File: config.mk
export PLATFORM = sky130hd
export DESIGN_NAME = asr_receiver_flat
export DESIGN_NICKNAME = d
export VERILOG_FILES = /design/src/hw/asr_pkg.sv /design/src/hw/asr_link_if.sv /design/src/hw/asr_rate_div.sv /design/src/hw/asr_receiver.sv /design/src/flat_wrapper.sv
export SDC_FILE = /design/constraint.sdc
export NUM_CORES = 1
export LEC_CHECK = 0
export ABC_AREA = 1
export BUFFER_PORTS_ARGS = -buffer_cell sky130_fd_sc_hd__buf_2
export CORE_ASPECT_RATIO = 0.7
export CORE_MARGIN = 5
export CORE_UTILIZATION = 30
export CTS_CLUSTER_SIZE = 25
export DETAILED_ROUTE_END_ITERATION = 6
export RECOVER_POWER = 25
export SKIP_CTS_REPAIR_TIMING = 1
export SLEW_MARGIN = 20
export SYNTH_ARGS = -nofsm -noshare
export SYNTH_HDL_FRONTEND = slang
export SYNTH_SLANG_ARGS = --single-unit
File: constraint.sdc
create_clock -name clock -period 3.73 [get_ports clock]
set_input_delay 0.373 -clock clock [delete_from_list [all_inputs] [get_ports clock]]
set_output_delay 0.373 -clock clock [all_outputs]
set_load 0.1 [all_outputs]
File: src/hw/asr_pkg.sv
// Package holding the constants shared by both ends of the serial receive link.
package asr_pkg;
    // Register offsets of the receiver's software port.
    localparam logic [2:0] ASR_STATUS_ADDR = 3'h0;
    localparam logic [2:0] ASR_DATA_ADDR = 3'h1;
    localparam logic [2:0] ASR_BAUD_ADDR = 3'h2;
    localparam logic [2:0] ASR_EXT_ADDR = 3'h3;
    localparam logic [2:0] ASR_CTRL1_ADDR = 3'h4;
    localparam logic [2:0] ASR_CTRL2_ADDR = 3'h5;
    // Status bit positions.
    localparam int ASR_SR_FULL = 5;
    localparam int ASR_SR_IDLE = 4;
    localparam int ASR_SR_OVR = 3;
    localparam int ASR_SR_NOISE = 2;
    localparam int ASR_SR_FRAME = 1;
    // Control bit positions.
    localparam int ASR_C1_NINTH = 7;
    localparam int ASR_C1_WL = 4;
    localparam int ASR_C2_RXIE = 5;
    localparam int ASR_C2_IDLEIE = 4;
    localparam int ASR_C2_ON = 2;
    // Baud field positions.
    localparam int ASR_PRE_HI = 7;
    localparam int ASR_PRE_LO = 6;
    localparam int ASR_RDIV_HI = 2;
    // Oversampling: sixteen samples per bit, majority window 8..10.
    localparam logic [3:0] ASR_OVS_LAST = 4'hF;
    localparam logic [3:0] ASR_SMP_A = 4'h8;
    localparam logic [3:0] ASR_SMP_B = 4'h9;
    localparam logic [3:0] ASR_SMP_C = 4'hA;
    // Prescaler factors minus one for codes 0..3.
    localparam logic [3:0] ASR_PRE0 = 4'h0;
    localparam logic [3:0] ASR_PRE1 = 4'h2;
    localparam logic [3:0] ASR_PRE2 = 4'h3;
    localparam logic [3:0] ASR_PRE3 = 4'hC;
    localparam logic [7:0] ASR_ZERO8 = 8'h00;
    // Receiver states, Gray coded along the usual path.
    typedef enum logic [1:0] {
        ASR_IDLE = 2'b00,
        ASR_START = 2'b01,
        ASR_DATA = 2'b11,
        ASR_STOP = 2'b10
    } asr_state_e;
endpackage : asr_pkg

File: src/hw/asr_link_if.sv
// Interface carrying the single serial line between transmitter and receiver.
`timescale 1ns/100ps
interface asr_link_if;
    // Serial line, idle high.
    logic serial_in_pin;
    // Transmitter end drives the line.
    modport far_end (output serial_in_pin);
    // Receiver end reads the line.
    modport rx_end (input serial_in_pin);
endinterface : asr_link_if

File: src/hw/asr_rate_div.sv
// Divider making the sixteen-times sample enable from the bus clock.
`timescale 1ns/100ps
module asr_rate_div
    import asr_pkg::*;
(
    // Clock and reset.
    input wire logic clock,
    input wire logic rstn,
    // Divider settings.
    input wire logic [1:0] pre_sel,
    input wire logic [2:0] rate_sel,
    // Sample enable pulse.
    output logic tick
);
    logic [3:0] pre_cnt; // First prescaler counter.
    logic [6:0] rate_cnt; // Power-of-two counter.
    logic [3:0] next_pre_cnt;
    logic [6:0] next_rate_cnt;
    logic next_tick;
    logic [3:0] pre_top; // Decoded prescaler terminal.
    logic [6:0] rate_top; // Decoded rate terminal.

    ////////////////////////////////////////////////////////////////////////
    // Two cascaded counters; the tick fires when both wrap.
    always_comb begin
        case (pre_sel)
            2'd0: pre_top = ASR_PRE0;
            2'd1: pre_top = ASR_PRE1;
            2'd2: pre_top = ASR_PRE2;
            default: pre_top = ASR_PRE3;
        endcase
        rate_top = 7'((8'h01 << rate_sel) - 8'h01);
        next_pre_cnt = pre_cnt + 4'h1;
        next_rate_cnt = rate_cnt;
        next_tick = 1'b0;
        if (pre_cnt >= pre_top) begin
            next_pre_cnt = 4'h0;
            next_rate_cnt = rate_cnt + 7'h01;
            if (rate_cnt >= rate_top) begin
                next_rate_cnt = 7'h00;
                next_tick = 1'b1;
            end
        end
    end

    // Registers of the divider.
    always_ff @(posedge clock) begin
        if (!rstn) begin
            pre_cnt <= 4'h0;
            rate_cnt <= 7'h00;
            tick <= 1'b0;
        end else begin
            pre_cnt <= next_pre_cnt;
            rate_cnt <= next_rate_cnt;
            tick <= next_tick;
        end
    end
endmodule : asr_rate_div

File: src/hw/asr_receiver.sv
// Receiver end: oversampling serial receiver with software register port.
// Functional notes
// - Eight or nine data bits; ninth kept.
// - Bits arrive and shift in LSB first.
// - Setting rx_on starts start-bit hunting.
// - Completed character loads buffer, sets full.
// - Receive irq needs enable and core unmasked.
// - Full clears on status access then data read.
// - Software clears full before next character.
// - Software sets length and rate before enabling.
// - Break character counts as framing error.
// - Idle frame acts as character, own irq.
// - Overrun when full still set; no transfer.
// - Overrun sets flag, keeps buffer, irq.
// - Overrun flag cleared by status-data sequence.
// - Samples 8,9,10 must agree, else noise.
// - Start noise needs edge and three samples.
// - Noise rises with full, data transferred.
// - Noise cleared by status then data read.
// - False start discarded; noise kept hidden.
// - Sample clock: prescaler times power-of-two divisor.
// - Data read returns buffer; writes go elsewhere.
`timescale 1ns/100ps
module asr_receiver
    import asr_pkg::*;
(
    // Clock and reset.
    input wire logic clock,
    input wire logic rstn,
    // Serial link.
    asr_link_if.rx_end link,
    // Software register port.
    input wire logic [2:0] addr,
    input wire logic [7:0] wdata,
    input wire logic wr,
    input wire logic rd,
    output logic [7:0] rdata,
    // CPU interrupt mask input and request output.
    input wire logic core_mask_flag,
    output logic irq,
    // Transmit holding register, filled by data port writes.
    output logic [7:0] tx_hold
);
    ////////////////////////////////////////////////////////////////////////
    // Declarations.
    logic sync1, sync2, line_q; // Pin synchroniser and previous sample.
    logic tick; // Sixteen-times sample enable.
    asr_state_e state, next_state; // Receiver state.
    logic [3:0] ovs, next_ovs; // Sample index within a bit.
    logic [3:0] bitn, next_bitn; // Data bit index.
    logic [2:0] smp, next_smp; // Samples 8, 9 and 10.
    logic [8:0] shreg, next_shreg; // Input shift register.
    logic fnoise, next_fnoise; // Noise seen in the current or hidden frame.
    logic [7:0] idle_cnt, next_idle_cnt; // Ticks of high line while hunting.
    logic idle_armed, next_idle_armed; // A frame ended since the last idle frame.
    logic [7:0] rx_buffer, next_rx_buffer; // Buffer read at the data port.
    logic ninth_data_bit, next_ninth;
    logic rx_full_flag, idle_flag, overrun_flag, noise_flag, frame_error_flag;
    logic next_full, next_idle, next_ovr, next_noise, next_ferr;
    logic armed, next_armed; // Status register was accessed.
    logic [7:0] baud_select_register, extended_rx_rate_register, ctrl1, ctrl2;
    logic [7:0] next_baud, next_ext, next_ctrl1, next_ctrl2;
    logic [7:0] next_rdata, next_tx_hold;
    logic next_irq;
    logic done, done_idle, done_ferr, done_noise; // Frame end events.
    logic rx_on, word_length_select, rx_irq_enable, idle_irq_enable;
    logic maj; // Majority of the three samples.

    // Returns true when the three mid-bit samples disagree.
    function automatic logic asr_disagree(input logic [2:0] s);
        asr_disagree = (s != 3'b000) && (s != 3'b111);
    endfunction : asr_disagree

    assign rx_on = ctrl2[ASR_C2_ON];
    assign word_length_select = ctrl1[ASR_C1_WL];
    assign rx_irq_enable = ctrl2[ASR_C2_RXIE];
    assign idle_irq_enable = ctrl2[ASR_C2_IDLEIE];
    assign maj = (smp[0] & smp[1]) | (smp[0] & smp[2]) | (smp[1] & smp[2]);

    ////////////////////////////////////////////////////////////////////////
    // Sample clock divider.
    asr_rate_div u_div (
        .clock(clock),
        .rstn(rstn),
        .pre_sel(baud_select_register[ASR_PRE_HI:ASR_PRE_LO]),
        .rate_sel(baud_select_register[ASR_RDIV_HI:0]),
        .tick(tick)
    );

    ////////////////////////////////////////////////////////////////////////
    // Frame engine: hunt, start check, data bits, stop bit.
    always_comb begin
        next_state = state;
        next_ovs = ovs;
        next_bitn = bitn;
        next_smp = smp;
        next_shreg = shreg;
        next_fnoise = fnoise;
        done = 1'b0;
        done_idle = 1'b0;
        done_ferr = 1'b0;
        done_noise = fnoise;
        if (!rx_on) begin
            next_state = ASR_IDLE;
        end else if (tick) begin
            next_ovs = ovs + 4'h1;
            if (ovs == ASR_SMP_A) next_smp[0] = line_q;
            if (ovs == ASR_SMP_B) next_smp[1] = line_q;
            if (ovs == ASR_SMP_C) next_smp[2] = line_q;
            case (state)
                ASR_IDLE: begin
                    // Hunt for a falling edge; restart sample numbering there.
                    if (line_q && !sync2) begin
                        next_state = ASR_START;
                        next_ovs = 4'h1;
                    end
                end
                ASR_START: begin
                    if (ovs == ASR_OVS_LAST) begin
                        // Edge was valid; split samples mark the frame noisy.
                        if (asr_disagree(smp)) next_fnoise = 1'b1;
                        if (!maj) begin
                            next_state = ASR_DATA;
                            next_bitn = 4'h0;
                        end else begin
                            // False start: drop frame, noise stays hidden.
                            next_state = ASR_IDLE;
                        end
                    end
                end
                ASR_DATA: begin
                    if (ovs == ASR_OVS_LAST) begin
                        if (asr_disagree(smp)) next_fnoise = 1'b1;
                        // Shift right so the first bit ends lowest.
                        next_shreg = {maj, shreg[8:1]};
                        next_bitn = bitn + 4'h1;
                        if (bitn == (word_length_select ? 4'h8 : 4'h7)) begin
                            next_state = ASR_STOP;
                        end
                    end
                end
                ASR_STOP: begin
                    if (ovs == ASR_OVS_LAST) begin
                        next_state = ASR_IDLE;
                        done = 1'b1;
                        done_noise = fnoise | asr_disagree(smp);
                        done_ferr = ~maj;
                        next_fnoise = 1'b0;
                    end
                end
                default: next_state = ASR_IDLE;
            endcase
        end
        // Idle-frame detector: eleven or twelve bit times of high line once armed.
        next_idle_cnt = idle_cnt;
        next_idle_armed = idle_armed;
        if (!rx_on || state != ASR_IDLE || !line_q) begin
            next_idle_cnt = ASR_ZERO8;
        end else if (tick && idle_armed) begin
            next_idle_cnt = idle_cnt + 8'h01;
            if (idle_cnt == {word_length_select ? 4'hB : 4'hA, ASR_OVS_LAST}) begin
                done_idle = 1'b1;
                next_idle_armed = 1'b0;
                next_idle_cnt = ASR_ZERO8;
            end
        end
        if (done) next_idle_armed = 1'b1;
    end

    ////////////////////////////////////////////////////////////////////////
    // Flags, buffer and register port.
    always_comb begin
        next_full = rx_full_flag;
        next_idle = idle_flag;
        next_ovr = overrun_flag;
        next_noise = noise_flag;
        next_ferr = frame_error_flag;
        next_rx_buffer = rx_buffer;
        next_ninth = ninth_data_bit;
        next_armed = armed;
        next_baud = baud_select_register;
        next_ext = extended_rx_rate_register;
        next_ctrl1 = ctrl1;
        next_ctrl2 = ctrl2;
        next_tx_hold = tx_hold;
        next_rdata = ASR_ZERO8;
        // Status access arms the clear; a data read completes it.
        if (rd && addr == ASR_STATUS_ADDR) next_armed = 1'b1;
        if (rd && addr == ASR_DATA_ADDR && armed) begin
            next_full = 1'b0;
            next_ovr = 1'b0;
            next_noise = 1'b0;
            next_ferr = 1'b0;
            next_idle = 1'b0;
            next_armed = 1'b0;
        end
        // Events are applied after the clear so a same-cycle set wins.
        if (done || done_idle) begin
            if (rx_full_flag) begin
                next_ovr = 1'b1;
            end else begin
                next_full = 1'b1;
                next_noise = done_noise;
                next_ferr = done_ferr;
                next_idle = done_idle;
                if (done) begin
                    next_rx_buffer = word_length_select ? shreg[7:0] : next_shreg[8:1];
                    next_ninth = shreg[8];
                end
            end
        end
        if (wr) begin
            case (addr)
                ASR_DATA_ADDR: next_tx_hold = wdata;
                ASR_BAUD_ADDR: next_baud = wdata;
                ASR_EXT_ADDR: next_ext = wdata;
                ASR_CTRL1_ADDR: next_ctrl1 = wdata;
                ASR_CTRL2_ADDR: next_ctrl2 = wdata;
                default: ;
            endcase
        end
        if (rd) begin
            case (addr)
                ASR_STATUS_ADDR: next_rdata = {2'b00, rx_full_flag, idle_flag, overrun_flag,
                    noise_flag, frame_error_flag, 1'b0};
                ASR_DATA_ADDR: next_rdata = rx_buffer;
                ASR_BAUD_ADDR: next_rdata = baud_select_register;
                ASR_EXT_ADDR: next_rdata = extended_rx_rate_register;
                ASR_CTRL1_ADDR: next_rdata = {ninth_data_bit, ctrl1[6:0]};
                ASR_CTRL2_ADDR: next_rdata = ctrl2;
                default: next_rdata = ASR_ZERO8;
            endcase
        end
        // Noise alone raises no request; it rides on the full flag.
        next_irq = !core_mask_flag && ((rx_irq_enable && (next_full || next_ovr))
            || (idle_irq_enable && next_idle));
    end

    ////////////////////////////////////////////////////////////////////////
    // All registers of the receiver.
    always_ff @(posedge clock) begin
        if (!rstn) begin
            sync1 <= 1'b1;
            sync2 <= 1'b1;
            line_q <= 1'b1;
            state <= ASR_IDLE;
            ovs <= 4'h0;
            bitn <= 4'h0;
            smp <= 3'b111;
            shreg <= 9'h000;
            fnoise <= 1'b0;
            idle_cnt <= ASR_ZERO8;
            idle_armed <= 1'b0;
            rx_buffer <= ASR_ZERO8;
            ninth_data_bit <= 1'b0;
            rx_full_flag <= 1'b0;
            idle_flag <= 1'b0;
            overrun_flag <= 1'b0;
            noise_flag <= 1'b0;
            frame_error_flag <= 1'b0;
            armed <= 1'b0;
            baud_select_register <= ASR_ZERO8;
            extended_rx_rate_register <= ASR_ZERO8;
            ctrl1 <= ASR_ZERO8;
            ctrl2 <= ASR_ZERO8;
            tx_hold <= ASR_ZERO8;
            rdata <= ASR_ZERO8;
            irq <= 1'b0;
        end else begin
            sync1 <= link.serial_in_pin;
            sync2 <= sync1;
            if (tick) line_q <= sync2;
            state <= next_state;
            ovs <= next_ovs;
            bitn <= next_bitn;
            smp <= next_smp;
            shreg <= next_shreg;
            fnoise <= next_fnoise;
            idle_cnt <= next_idle_cnt;
            idle_armed <= next_idle_armed;
            rx_buffer <= next_rx_buffer;
            ninth_data_bit <= next_ninth;
            rx_full_flag <= next_full;
            idle_flag <= next_idle;
            overrun_flag <= next_ovr;
            noise_flag <= next_noise;
            frame_error_flag <= next_ferr;
            armed <= next_armed;
            baud_select_register <= next_baud;
            extended_rx_rate_register <= next_ext;
            ctrl1 <= next_ctrl1;
            ctrl2 <= next_ctrl2;
            tx_hold <= next_tx_hold;
            rdata <= next_rdata;
            irq <= next_irq;
        end
    end
endmodule : asr_receiver

File: src/flat_wrapper.sv
// flat-port wrapper written by rule: the top's interface ports become plain ports
module asr_receiver_flat import asr_pkg::*;
  (clock, rstn, addr, wdata, wr, rd, rdata, core_mask_flag, irq, tx_hold, link_serial_in_pin);
  asr_link_if link_i ();
  input wire logic clock;
  input wire logic rstn;
  input wire logic [2:0] addr;
  input wire logic [7:0] wdata;
  input wire logic wr;
  input wire logic rd;
  output logic [7:0] rdata;
  input wire logic core_mask_flag;
  output logic irq;
  output logic [7:0] tx_hold;
  input wire logic [$bits(link_i.serial_in_pin)-1:0] link_serial_in_pin;
  assign link_i.serial_in_pin = link_serial_in_pin;
  asr_receiver u_core (.clock(clock), .rstn(rstn), .link(link_i), .addr(addr), .wdata(wdata), .wr(wr), .rd(rd), .rdata(rdata), .core_mask_flag(core_mask_flag), .irq(irq), .tx_hold(tx_hold));
endmodule
# After elaboration in Yosys (flattened, before gate mapping)
# Cells that the tools add are included.
dict set report op_classes {
  add_sub_neg 6
  n_mul 0
  div 0
  n_lt_le_gt_ge 2
  eq_ne 26
  n_shift 1
  mux 63
  bitwise_logic 9
  reduce_logical 49
}
# op n
set op_table {}
lappend op_table {{case mux 8 bit (6 select lines)} 1}
lappend op_table {{2-to-1 mux 1 bit} 39}
lappend op_table {{2-to-1 mux 9 bit} 4}
lappend op_table {{2-to-1 mux 4 bit} 6}
lappend op_table {{AND reduction 2 bit} 9}
lappend op_table {{AND reduction 6 bit} 3}
lappend op_table {{equality test 4 bit, second input constant} 4}
lappend op_table {{2-to-1 mux 8 bit} 2}
lappend op_table {{inequality test 2 x 1 -> 1 bit, second input constant} 8}
lappend op_table {{AND reduction 3 bit} 5}
lappend op_table {{adder 4 x 1 -> 4 bit, second input constant} 3}
lappend op_table {{2-to-1 mux 2 bit} 6}
lappend op_table {{case mux 4 bit (3 select lines)} 1}
lappend op_table {{nonzero test 2 bit} 5}
lappend op_table {{logical AND 1 bit} 9}
lappend op_table {{adder 8 x 1 -> 8 bit, second input constant} 1}
lappend op_table {{equality test 8 bit} 1}
lappend op_table {{case mux 2 bit (4 select lines)} 1}
lappend op_table {{case mux 4 bit (2 select lines)} 1}
lappend op_table {{OR reduction 2 bit} 4}
lappend op_table {{adder 7 x 1 -> 7 bit, second input constant} 1}
lappend op_table {{greater-or-equal comparator 7 bit} 1}
lappend op_table {{2-to-1 mux 7 bit} 1}
lappend op_table {{<< shifter 1 x 3 -> 7 bit, first input constant} 1}
lappend op_table {{other kinds (20)} 39}
dict set report word_totals {
  reg_bits 110
  latch_bits 0
  ram_bits 0
  romBits 0
  input_bits 17
  output_inout_bits 17
  wordCells 188
  mem_count 0
}

# Longest topological paths before layout
dict set report logic_depth {
  ltp_word 11
  ltp_mapped 12
  mapped_depth_nobuf 11
}

# By module
# Synthesis repeated with hierarchy kept, for this count alone.
dict set report hier_totals {
  hier_cells 687
  area_unflattened_um2 5149.9
}
# module instances cells_per_inst area_each_um2 seq_area_each_um2
set by_module_without_submodules {}
lappend by_module_without_submodules {asr_receiver 1 557 4241.6 1961.9}
lappend by_module_without_submodules {asr_rate_div 1 130 908.4 240.2}

# Least setup slack after synthesis
# No wires, ideal clock.
dict set report synth_timing {
  kind {register to register}
  start {register u_core.baud_select_register[6]}
  end {register u_core.u_div.rate_cnt[2]}
  arrival_ns 1.640
  required_time_ns 3.612
  path_slack_ns 1.972
  path_stages_with_launch 12
  path_buffers 1
  period_less_slack_ns 1.758
  cell_sequence {dfxtp_1 > inv_1 > ha_1 > ha_1 > inv_1 > o21bai_1 > nand3_1 > nand3_1 > buf_2 > o21ai_0 > inv_1 > nor3_1}
}
dict set report synth_via {
  elab_chain_cells 3
  word_cells_on_any_way 5
  classes_between {order compare: 1; eq/ne: 2; mux: 1; reduce/logical: 1}
}
# element line_no
set synth_lines {}
lappend synth_lines {{start, declared} asr_receiver.sv:61} ;# logic [7:0] baud_select_register, extended_rx_rate_register, ctrl1, ctrl2;
lappend synth_lines {{start signal, assigned} asr_receiver.sv:289} ;# baud_select_register <= next_baud;
lappend synth_lines {{equality test 2 bit, or another cell as far along} asr_rate_div.sv:26} ;# case (pre_sel)
lappend synth_lines {{case mux 4 bit (3 select lines) (*)} asr_rate_div.sv:26}
lappend synth_lines {{greater-or-equal comparator 4 bit (*)} asr_rate_div.sv:36} ;# if (pre_cnt >= pre_top) begin
lappend synth_lines {{end signal, assigned} asr_rate_div.sv:54} ;# rate_cnt <= next_rate_cnt;
lappend synth_lines {{end, declared} asr_rate_div.sv:16} ;# logic [6:0] rate_cnt;
# Mark *: on every way between the ends. The rest lies on a longest branch, timed or not.
# A chain may end at the register's enable or synchronous reset.

==> out/summary.txt <==
status -> complete, no violations
n_diodes -> 0
Post-Synthesis Cells -> 670
final RePlAce weighted congestion -> 0.786
largest family of logic cells by synthesized area -> simple AND/OR/NAND/NOR gates
Post-Syn Area -> 5040 um^2
final hold viol count -> 0
layout cells sized above 1 -> 8.40%
Slew @ Worst Pin -> 1.30 ns
Num CTS Buffers -> 9
Setup Skew -> 0.00785 ns
wire length per cell -> 13.3 um
Hold WC Path Type -> in -> reg
maxcap violations -> 0
Synth Area per Inst -> 7.52 um^2
H-tree Lvls -> 3
Max FO, Critical Path -> 26
clk sinks -> 110
Root Driver -> clkbuf_16
Ys Warns -> 0
FP Rows -> 39
Adder-Cell Fraction of Synth Area -> 5.21%
Leak -> 2.22 nW
min cycle time layout -> 2.25 ns
Port Buffers -> 33
Critical Path Source Type -> primary input
worst rel slew slack -> 13.6%
Skew-Pair Late Insertion Delay -> 0.34 ns
gr usage total -> 12.9%
syn_nets -> 708
TritonCTS clock tree -> yes
P&R area growth vs syn -> 12.4%
Die W -> 165 um
initial DRC count -> 374
DRC -> 0
Slew Viols, Final -> 0
Synth Area in Compound Gates -> 20.0%
vias in the first global route -> 3998
Antenna Nets Post-Route -> 0
crit path DAT -> 2.53 ns
final setup vio count -> 0
pin count of the biggest net entering global routing -> 46
kind of critical path -> in -> reg
dominant synthesized flop cell -> dfxtp_1
Synth Area in Simple Gates -> 21.9%
RSZ-0062 raised after global routing -> no
via count -> 4373
maximum clock frequency -> 444 MHz
Data required, critical path -> 4.01 ns
xor and xnor area share after synthesis -> 1.39%
Seq cells post-synth -> 110
first-pass GRT wire length -> 20.5 mm
core area -> 16400 um^2
die footprint -> 19500 um^2
nets -> 735
initial antenna violation count -> 0
async set or reset register ratio after synthesis -> 0%
number of flops mapped to enable cells by yosys -> 0
first-pass detailed-route iteration total -> 5
Die Span Y -> 118 um
DPL Wire Length -> 9.15 mm
clock-pin slew on the worst setup and hold paths -> 0.07 ns
vias per std cell -> 4.72
CTS Buffer Depth -> 2
Pwr Density -> 410 nW/um^2
Initial Utilization -> 30.7%
VDD IR max -> 207 uV
io pins -> 34
Yosys cell types -> 36
final core utilization -> 34.6%
sequential area share after synthesis -> 43.7%
post-synthesis mux area share -> 0%
Post-Route Setup TNS -> 0 ns
final worst-path cycle share -> 60.3%
drt total wl -> 12.3 mm
GR Overflow Total -> 0
Setup crit end kind -> flip-flop
==> power by group <==
part / leakage, nW / switching [mW] / total (mW) / internal, mW
Combinational: 1.20 / 0.119 / 0.157 / 0.0385
Clock: 0.136 / 0.431 / 0.955 / 0.523
Sequential: 0.890 / 0.0162 / 1.21 / 1.19
==> Yosys cell counts, types with 2 or more instances <==
cell	instances	share of area, %
dfxtp_1	110	44
nand3_1	35	3.5
nor2_1	86	6.4
nand3b_1	4	0.60
nand2_1	91	6.8
xnor2_1	2	0.35
nand4_1	4	0.50
inv_2	2	0.15
o21ai_0	72	7.2
o21ai_2	2	0.35
or2_0	2	0.25
a21oi_1	83	8.2
o22ai_1	9	1.1
a211oi_1	4	0.60
o211ai_1	13	1.9
nor3_1	7	0.70
inv_1	72	5.4
nand2_4	2	0.45
buf_6	4	0.89
clkbuf_1	11	0.82
xor2_1	6	1.0
buf_2	4	0.40
or2_2	11	1.4
ha_1	21	5.2
nand2_2	2	0.25
==> registers in the layout, indices dropped and copies added (netlist names), 2 cells and up <==
register / flops
u_core.state: 2
u_core.rx_buffer: 8
u_core.rdata: 8
u_core.u_div.rate_cnt: 7
u_core.shreg: 9
u_core.bitn: 4
u_core.ctrl1: 7
u_core.extended_rx_rate_register: 8
u_core.baud_select_register: 8
u_core.smp: 3
u_core.idle_cnt: 8
u_core.tx_hold: 8
u_core.ctrl2: 8
u_core.ovs: 4
u_core.u_div.pre_cnt: 4
==> placed cells by master, fill, tap and decap left out, types with 2 or more instances in the layout <==
| master | n |
|---|---|
| nand2_1 | 91 |
| nand4_1 | 4 |
| inv_2 | 2 |
| o21ai_0 | 72 |
| clkbuf_16 | 9 |
| buf_2 | 19 |
| xor2_1 | 6 |
| nand3b_1 | 4 |
| a21oi_1 | 83 |
| dfxtp_1 | 110 |
| nand3_1 | 35 |
| o211ai_1 | 13 |
| xnor2_1 | 2 |
| inv_1 | 72 |
| clkinvlp_4 | 2 |
| or2_2 | 11 |
| ha_1 | 21 |
| o22ai_1 | 9 |
| nor3_1 | 7 |
| nand2_2 | 2 |
| o21ai_2 | 2 |
| nand2_4 | 2 |
| a211oi_1 | 4 |
| or2_0 | 2 |
| inv_6 | 2 |
| nor2_1 | 86 |
| clkbuf_1 | 17 |
==> final timing paths <==
check                                   to  slack, ns  depth (start not counted)                           start
setup / recovery                u_core.irq       1.48                          5                            rstn
hold / removal                u_core.sync1       0.21                          2              link_serial_in_pin
setup reg to reg  u_core.u_div.rate_cnt[0]       1.59                         10  u_core.baud_select_register[6]
hold reg to reg               u_core.sync2       0.45                          1                    u_core.sync1
==> final cells by class <==
type	instances	area, um^2
Fill cell	1805	10700
Multi-Input combinational cell	465	2440
Sequential cell	110	2200
Inverter	76	290
Tap cell	225	282
Clock buffer	11	233
Timing Repair Buffer	35	159
Clock inverter	5	58.8
==> critical path, cell delays in order <==
cell and delay [ns]:
clkbuf_1 0.74, clkinv_1 0.22, clkbuf_1 0.57, or2_2 0.50, a21oi_1 0.11
==> cell families after synthesis <==
kind of cell | Yosys count
adders and majority gates | 21
AOI/OAI and AO/OA | 187
buffers and inverters | 95
DFF | 110
xor gates and xnor gates | 8
and+or+nand+nor | 249
==> routing by layer <==
| layer | up-vias | global-route usage (%) | share of wire [%] | wire [um] |
|---|---|---|---|---|
| met5 | - | 0 | 0 | 0 |
| met4 | 0 | 2.44 | 0.70 | 87 |
| met3 | 11 | 3.06 | 5.7 | 703 |
| met2 | 110 | 17.5 | 39 | 4760 |
| met1 | 1961 | 20.6 | 55 | 6800 |
| li1 | 2291 | - | - | - |
==> metrics by stage <==
step / hold slack (ns) / std cells / cell area [um^2] / setup slack (ns) / power [mW]
after detailed placement: 0.425 / 911 / 5400 / 1.61 / 1.40
after global placement: 0.439 / 911 / 5400 / 1.70 / 1.39
after floorplan: 0.393 / 670 / 5040 / 1.97 / 1.34
after CTS: 0.202 / 927 / 5690 / 1.57 / 2.35
final: 0.215 / 927 / 5670 / 1.48 / 2.32
after global routing: 0.214 / 927 / 5670 / 1.30 / 2.41
(Power assumes the default switching activity.)
